File: src/verilog/ipc_pkg.sv
package ipc_pkg;

  // ==========================================================
  // timing
  localparam int CLK_MHZ = 125;
  localparam int LIMIT_NS = 4000;
  // longest time: rounds down, never below one cycle
  localparam int LIMIT_CYC_I = (LIMIT_NS * CLK_MHZ / 1000) < 1 ? 1 : (LIMIT_NS * CLK_MHZ / 1000);
  localparam logic [8:0] LIMIT_CYC = 9'(LIMIT_CYC_I);

  // ==========================================================
  // tick positions inside one bit period
  localparam logic [3:0] TX_LATCH_TICK = 4'h2;
  localparam logic [3:0] TX_PULSE_FIRST = 4'h7;
  localparam logic [3:0] TX_PULSE_LAST = 4'h9;
  localparam logic [3:0] RX_WINDOW_LAST = 4'h3;
  localparam logic [3:0] RX_OUT_TICK = 4'h4;

  // ==========================================================
  // reset values of the pins
  localparam logic HOST_OUT_RST = 1'b1;
  localparam logic IR_OUT_RST = 1'b0;

  // ==========================================================
  // types
  typedef enum logic [2:0] {
    IPC_IDLE = 3'b001,
    IPC_TX = 3'b010,
    IPC_RX = 3'b100
  } ipc_mode_t;

  typedef struct packed {
    logic clk16;
    logic host_in;
    logic ir_in;
  } ipc_pins_t;

  typedef struct packed {
    ipc_mode_t mode;
    logic clk_prev;
    logic [3:0] tick;
    logic [3:0] bits;
    logic bit_val;
    logic seen_low;
    logic [8:0] lim;
    logic ir_out;
    logic host_out;
  } ipc_state_t;

endpackage

File: src/verilog/ipc_sync.sv
`timescale 1ns/10ps

// two-flop synchroniser, one lane per bit
module ipc_sync #(
  parameter int W = 3,
  parameter logic [W-1:0] RST_VAL = '1
) (
  // clock and reset
  input wire logic clk,
  input wire logic rst_n,
  input wire logic ce,
  // data
  input wire logic [W-1:0] d,
  output logic [W-1:0] q
);

  logic [W-1:0] meta_r;

  always_ff @(posedge clk or negedge rst_n) begin
    if (!rst_n) begin
      meta_r <= RST_VAL;
      q <= RST_VAL;
    end else if (ce) begin
      meta_r <= d;
      q <= meta_r;
    end
  end

endmodule // ipc_sync

File: src/verilog/ipc_codec.sv
`timescale 1ns/10ps

// Notes on behaviour
// host input falling starts an ir pulse seven to eight ticks later
// ir input falling drives host output low four ticks later
// all timing steps on edges of the sixteen-times clock input only; the limiter counts CLK cycles instead
// every bit period is sixteen ticks, for start, eight data and stop bits
// clock source changes frequency only between stop bit and next start bit
// clock runs steadily whenever ir reception may occur
// clock may stop when reception is unwanted; no timing activity then
// clock is sixteen times the baud rate shared by host and link
// low bit: ir output low seven ticks, high three, then low
// high bit: ir output low for all sixteen ticks
// limiter ends any ir high pulse after about four microseconds
// received low bit is low first three ticks; high bit stays high
// host output holds each decoded bit for one whole bit period
// in reset host output is high and ir output is low
// reset stops the state machine for low power
// ir output is suppressed while ir input receives a low pulse
// after a start edge each following bit sits sixteen ticks later
// host and ir inputs are synchronised before edge detection
module ipc_codec #(
  parameter int TICKS_PER_BIT = 16,
  parameter int BITS_PER_FRAME = 10
) (
  // clock and reset
  input wire logic CLK,
  input wire logic RST_N,
  input wire logic CE,
  // sixteen-times bit clock
  input wire logic SIXTEEN_TIMES_CLOCK_IN,
  // host uart side
  input wire logic HOST_TXD_IN,
  output logic HOST_RXD_OUT,
  // infrared transceiver side
  input wire logic IR_PULSE_IN,
  output logic IR_PULSE_OUT
);

  // ==========================================================
  // elaboration checks
  if (TICKS_PER_BIT < 10 || TICKS_PER_BIT > 16) begin : g_bad_ticks
    $error("TICKS_PER_BIT must lie in 10..16");
  end
  if (BITS_PER_FRAME < 2 || BITS_PER_FRAME > 16) begin : g_bad_bits
    $error("BITS_PER_FRAME must lie in 2..16");
  end

  localparam logic [3:0] TICK_LAST = 4'(TICKS_PER_BIT - 1);
  localparam logic [3:0] BIT_LAST = 4'(BITS_PER_FRAME - 1);

  // ==========================================================
  // input synchronisers
  ipc_pkg::ipc_pins_t pins_raw;
  ipc_pkg::ipc_pins_t pins;
  logic [2:0] pins_q;

  assign pins_raw = '{clk16: SIXTEEN_TIMES_CLOCK_IN, host_in: HOST_TXD_IN, ir_in: IR_PULSE_IN};
  assign pins = ipc_pkg::ipc_pins_t'(pins_q);

  ipc_sync #(
    .W(3),
    .RST_VAL(3'h3)
  ) u_sync (
    .clk(CLK),
    .rst_n(RST_N),
    .ce(CE),
    .d(pins_raw),
    .q(pins_q)
  );

  // ==========================================================
  // state
  ipc_pkg::ipc_state_t s_r;
  ipc_pkg::ipc_state_t s_nxt;
  logic tick_ev;
  logic [8:0] lim_inc;
  logic pulse_win;

  assign tick_ev = pins.clk16 && !s_r.clk_prev;
  // limiter runs over the whole pulse window and saturates, so a cut pulse cannot restart
  assign lim_inc = !(s_r.mode == ipc_pkg::IPC_TX && pulse_win && !s_r.bit_val) ? 9'h000
                   : (s_r.lim >= ipc_pkg::LIMIT_CYC) ? s_r.lim : s_r.lim + 9'h001;
  assign pulse_win = s_r.tick >= ipc_pkg::TX_PULSE_FIRST && s_r.tick <= ipc_pkg::TX_PULSE_LAST;

  always_comb begin
    s_nxt = s_r;
    s_nxt.clk_prev = pins.clk16;
    case (s_r.mode)
      ipc_pkg::IPC_IDLE: begin
        s_nxt.tick = 4'h0;
        s_nxt.bits = 4'h0;
        if (!pins.ir_in) begin
          // receive wins: transmit is blocked while the link is busy
          s_nxt.mode = ipc_pkg::IPC_RX;
          s_nxt.seen_low = 1'b1;
        end else if (!pins.host_in) begin
          s_nxt.mode = ipc_pkg::IPC_TX;
          s_nxt.bit_val = 1'b0;
        end
      end
      ipc_pkg::IPC_TX, ipc_pkg::IPC_RX: begin
        if (tick_ev) begin
          s_nxt.tick = s_r.tick + 4'h1;
          if (s_r.mode == ipc_pkg::IPC_TX && s_r.tick == ipc_pkg::TX_LATCH_TICK) begin
            s_nxt.bit_val = pins.host_in;
          end
          if (s_r.mode == ipc_pkg::IPC_RX) begin
            if (s_r.tick <= ipc_pkg::RX_WINDOW_LAST) begin
              s_nxt.seen_low = s_r.seen_low || !pins.ir_in;
            end
            if (s_r.tick == ipc_pkg::RX_WINDOW_LAST) begin
              s_nxt.host_out = !(s_r.seen_low || !pins.ir_in);
            end
          end
          if (s_r.tick == TICK_LAST) begin
            s_nxt.tick = 4'h0;
            s_nxt.bits = s_r.bits + 4'h1;
            s_nxt.seen_low = 1'b0;
            s_nxt.bit_val = 1'b1;
            if (s_r.bits == BIT_LAST) begin
              s_nxt.mode = ipc_pkg::IPC_IDLE;
              s_nxt.bits = 4'h0;
            end
          end
        end
      end
      default: begin
        s_nxt.mode = ipc_pkg::IPC_IDLE;
      end
    endcase
    s_nxt.lim = lim_inc;
    // pulse only in its window, for a low bit, with the link quiet, under the limiter
    s_nxt.ir_out = s_r.mode == ipc_pkg::IPC_TX && pulse_win && !s_r.bit_val
                   && pins.ir_in && lim_inc < ipc_pkg::LIMIT_CYC;
  end

  always_ff @(posedge CLK or negedge RST_N) begin
    if (!RST_N) begin
      s_r <= '{mode: ipc_pkg::IPC_IDLE, clk_prev: 1'b1, tick: 4'h0, bits: 4'h0,
               bit_val: 1'b1, seen_low: 1'b0, lim: 9'h000,
               ir_out: ipc_pkg::IR_OUT_RST, host_out: ipc_pkg::HOST_OUT_RST};
    end else if (CE) begin
      s_r <= s_nxt;
    end
  end

  assign HOST_RXD_OUT = s_r.host_out;
  assign IR_PULSE_OUT = s_r.ir_out;
endmodule // ipc_codec

File: config.mk
export PLATFORM = sky130hd
export DESIGN_NAME = ipc_codec
export DESIGN_NICKNAME = d
export VERILOG_FILES = /design/src/verilog/ipc_pkg.sv /design/src/verilog/ipc_sync.sv /design/src/verilog/ipc_codec.sv
export SDC_FILE = /design/constraint.sdc
export NUM_CORES = 1
export LEC_CHECK = 0
export BUFFER_PORTS_ARGS = -buffer_cell sky130_fd_sc_hd__buf_2
export CORE_MARGIN = 2
export CORE_UTILIZATION = 40
export DETAILED_ROUTE_END_ITERATION = 8
export PLACE_DENSITY = 0.59
export SLEW_MARGIN = 20
export SYNTH_ARGS = -nofsm -noshare
export SYNTH_HDL_FRONTEND = slang
export SYNTH_SLANG_ARGS = --single-unit
File: constraint.sdc
create_clock -name CLK -period 5.91 [get_ports CLK]
set_input_delay 1.182 -clock CLK [delete_from_list [all_inputs] [get_ports CLK]]
set_output_delay 1.182 -clock CLK [all_outputs]
set_load 0.01 [all_outputs]
After elaboration in Yosys (flattened, before gate mapping)

Cells that the tools add are included.
Widths: inputs -> output; s select.

Input port bits: 6
Memories: 0
Latch bits: 0
Bits in writable memories: 0
Logic and storage cells: 74
Output and inout bits: 2
Bits in registers: 31
Memory bits (read-only): 0

Multiply operators: 0
Bitwise logic cells: 0
Eq/ne operators: 17
Muxes and demuxes: 18
$add $sub $neg: 3
$lt $le $gt $ge: 5
Shift operators: 0
Reduce and logical (&&, ||, !) cells: 20
Div/mod/pow operators: 0

Operators by type and width:

| kind                | count |
|---|---|
| $mux 10             | 2 |
| $pmux 10 s2         | 1 |
| $mux 9              | 2 |
| $mux 3              | 5 |
| $ne 3x3->1 const B  | 4 |
| $reduce_and 6->1    | 2 |
| $ne 2x2->1 const B  | 5 |
| $reduce_and 5->1    | 2 |
| $add 9x1->9 const B | 1 |
| $ge 9x9->1 const B  | 1 |
| $lt 9x9->1 const B  | 1 |
| $add 4x1->4 const B | 2 |
| $eq 4x2->1 const B  | 2 |
| $eq 4x4->1 const B  | 2 |
| $logic_and 1x1->1   | 7 |
| $mux 1              | 6 |
| $pmux 3 s2          | 1 |
| $ge 4x3->1 const B  | 1 |
| $le 4x2->1 const B  | 1 |
| $le 4x4->1 const B  | 1 |
| $logic_not 1->1     | 4 |
| $mux 4              | 1 |
| $reduce_and 4->1    | 1 |
| $eq 3x1->1 const B  | 1 |
| 7 further kinds     | 7 |

Logic depth before layout (Yosys ltp)

Depth after elaboration: 7
Gate-level depth with buffers: 7

Cells and area by module

A second synthesis with hierarchy kept.

Cells, all modules: 190
Area, all modules: 1855.5 µm²

Modules (own cells, without submodules):

| module    | cells each | area an instance (µm²) | times used |
|---|---|---|---|
| ipc_codec | 177        | 1599.0                 | 1 |
| ipc_sync  | 13         | 256.5                  | 1 |

Worst setup path after synthesis

No wires, ideal clock.

Path kind: in2reg
Start: input port CE
End: register s_r[23] in the netlist's numbering
Arrival time: 2336 ps
Path slack: 3450 ps
Required time: 5785 ps
Stages: 6
Cells stage by stage: buf_2 inv_1 nor2_1 a22oi_1 a211oi_2 mux2_2

Longest elaborated chain between the ends: 1

Ends and longest elaborated chain:

| what                              | RTL line         | text |
|---|---|---|
| start: declaration                | ipc_codec.sv:29  | `input wire logic CE,` |
| $reduce_and 5->1 (no source line) | --               |  |
| end signal: assignment            | ipc_codec.sv:140 | `s_r <= '{mode: ipc_pkg::IPC_IDLE, clk_prev: 1'b1, tick: 4'h0, bits: 4'h0,` |
| end signal: assignment            | ipc_codec.sv:144 | `s_r <= s_nxt;` |
| end: declaration                  | ipc_codec.sv:74  | `ipc_pkg::ipc_state_t s_r;` |

Every way passes these cells.
A chain may end at the register's enable or synchronous reset.

Worst setup path in the final report

Start: input port CE
End: register s_r[24] in the netlist's numbering

Same word-level chain as after synthesis.

==> reports/metrics.cfg <==
[setup_path]
crit_type = input pin to register
worstPathCellList = buf_2 > inv_1 > nor2_1 > a22oi_1 > a211oi_2 > mux2_2
rrSetupSlack_ps = 3880
start_kind = input pin
r2r_cells = 5
crit_required_ps = 6070
cp_max_fo = 26
arrival_ps = 2840
rr_startpoint = s_r[22]
r2r_end = s_r[12]
cpLargestDelayFamily = buffers and inverters
path_buf_inv = 2
crit_start = CE
critPathSlowestCell = buf_2
end_kind = register
max_stage_delay_ps = 400

[route]
wl_met3_um = 131
drc = 0
top_layer_used = met4
routedWlPerCell_um = 14.5
totalWireLength_um = 3730
drtIter0Drc = 100
m1WireLength_um = 1930
dr.pass1.iters = 4
avgViaCountPerCell = 5.58
antenna_left = 0
vias = 1435
route.met2.wl_um = 1580

[floorplan]
dieArea_um2 = 5110
ios = 8
die_h_um = 71.5
rows = 24
initial_core_util = 0.416
core_region_area_um2 = 4380
die_width_um = 71.5

[power_and_ir_drop]
p_comb_frac = 0.275
ir_drop_uv = 176
total_power_mw = 0.640
pwr-share-seq = 0.438
power_density_nw_per_um2 = 322
power.leakage_nw = 0.810
p_clk_frac = 0.287
sw_frac_of_total = 0.319
p_int_mw = 0.436
power_switching_mw = 0.205

[clock_tree]
cts_made_buffers = 5
root_buffer = clkbuf_8
post_cts_buffers = 0
ctsHoldBuffers = 0
clockBufferDepth = 2
cts_tree = built
clock_sinks = 31
clk_pin_slew_ps = 70
htreeDepth = 2
clock_latency_ps = 280
cts_resized = 0

[finish]
regArea_um2 = 786
multiInputGateArea_um2 = 942
final_nets = 218
area_growth_pct = 9.06
n_fill_cell = 414
drive_above_1_share = 0.185
design_area_um2 = 1990
diodes = 0

[outcome]
outcome = completed

[timing]
skew_ps = 6.34
final_max_slew_viol_count = 0
worst_pin_slew_ps = 679
relSlewSlack = 0.547
setup_viol = 0
hold_viol = 0
min_period_ps = 2680
rsz0062_at_grt = false
timing.hold.ws_ps = 447
fmax_mhz = 373
fin_crit_sh = 0.454
fin_setup_tns_ps = 0

[worst_hold_path]
whs_endpoint = HOST_RXD_OUT
hold_start = s_r[11]
hp-class = register to register
hold_path_depth = 1

[grt]
grt_overflow_total = 0
grt_pass1_vias = 1386
grtUsageTotal = 0.168
grt_max_degree = 32
antenna_found_initial = 0
grt_pass1_wl_um = 6670

[synth]
synth.net_count = 212
synthFlopType = dfrtp_1
synthArstFlopShare = 1.00
syn_inst = 198
synth_area_um2 = 1820
synth_top_area_frac = 0.316
post_synth.cell_area_avg_um2 = 9.21
synth_edf_count = 0
netlist-cell-type-count = 48
yosysSeqAreaShare = 0.431
synth-seq-cells = 31
yosys.area.top_type = dfrtp_1
ys.warnings.count = 0
netlist_top_cells_area = dfrtp_1 (32%), dfstp_2 (12%), mux2_2 (6.2%)

[place]
port_buffers = 7
routabilityCongestion = 0.890
hpwl_um = 2640
placed_area_um2 = 1890

[run]
cap_violations = 0

## sequential cells by signal, summed over array words and instances, names as in the netlist
name,cells
HOST_RXD_OUT,1
IR_PULSE_OUT,1
u_sync.meta_r,3
u_sync.q,3
s_r,23
## power by group through the flow
stage / Combinational (mW) / Clock [mW] / Sequential, mW
after floorplan: 0.151 / 0 / 0.270
after global placement: 0.176 / 0 / 0.284
after detailed placement: 0.178 / 0 / 0.284
after CTS: 0.178 / 0.190 / 0.281
after global routing: 0.198 / 0.200 / 0.287
final: 0.176 / 0.184 / 0.281
## cells by family (layout without fill, tap and decap cells)
group | after synthesis | after routing | share of synthesized area
AND/OR/NAND/NOR | 66 | 66 | 0.185
flip-flops | 31 | 31 | 0.431
multiplexers | 11 | 11 | 0.0673
buffers and inverters | 24 | 31 | 0.0522
XOR/XNOR | 1 | 1 | 0.00481
AO/OA/AOI/OAI | 57 | 57 | 0.205
adder cells (fa/ha/maj) | 8 | 8 | 0.0549
## Yosys cell counts (2+ instances only)
cell        n
inv_1      16
nor2_1     14
ha_1        8
o31ai_1     5
o41ai_1     2
a211oi_1    2
a31oi_1     3
nand3_1     6
nor3_1      9
a2bb2oi_1   2
a21oi_1    10
mux2_2     10
nand2b_1    4
o21ai_0    19
clkbuf_1    4
o22ai_1     2
and3_1      3
dfstp_2     8
nand4_1     2
buf_1       2
dfrtp_1    23
nand2_1    17
and2_1      2
## final cells by class
| cell class | instances | area share |
|---|---|---|
| Sequential cell | 31 | 0.395 |
| Multi-Input combinational cell | 143 | 0.474 |
| Timing Repair Buffer | 7 | 0.0176 |
| Inverter | 16 | 0.0302 |
| Clock buffer | 8 | 0.0503 |
| Tap cell | 52 | 0.0327 |
## metal layers
layer,GRT usage,vias up
met5,0,-
met4,0.0860,0
met3,0.0309,7
met2,0.246,34
met1,0.239,676
li1,-,718
## layout by cell type (no fill, tap or decap), drive strengths merged, types with 3 or more instances in the layout
master / synthesis / final
a211oi: 3 / 3
a21oi: 10 / 10
a31oi: 4 / 4
and3: 3 / 3
buf: 4 / 7
clkbuf: 4 / 8
dfrtp: 23 / 23
dfstp: 8 / 8
ha: 8 / 8
inv: 16 / 16
mux2: 10 / 10
nand2: 17 / 17
nand2b: 5 / 5
nand3: 6 / 6
nor2: 14 / 14
nor3: 9 / 9
o21ai: 20 / 20
o31ai: 5 / 5
## stage by stage
stage,worst slack (ps),util,cells
2_1_floorplan,3450,-,198
3_3_place_gp,2980,0.431,249
3_5_place_dp,2950,0.431,249
4_1_cts,3250,0.453,257
5_1_grt,3070,0.453,257
6_report,3230,0.453,257
## worst max-delay path by stage
stage	to	slack, ps	cells past startpoint
5_1_grt	s_r[24]	3070	6
4_1_cts	s_r[24]	3250	6
3_3_place_gp	s_r[24]	2980	6
3_5_place_dp	s_r[24]	2950	6
2_1_floorplan	s_r[23]	3450	6
6_report	s_r[24]	3230	6
Power figures use the tool's default switching activity.
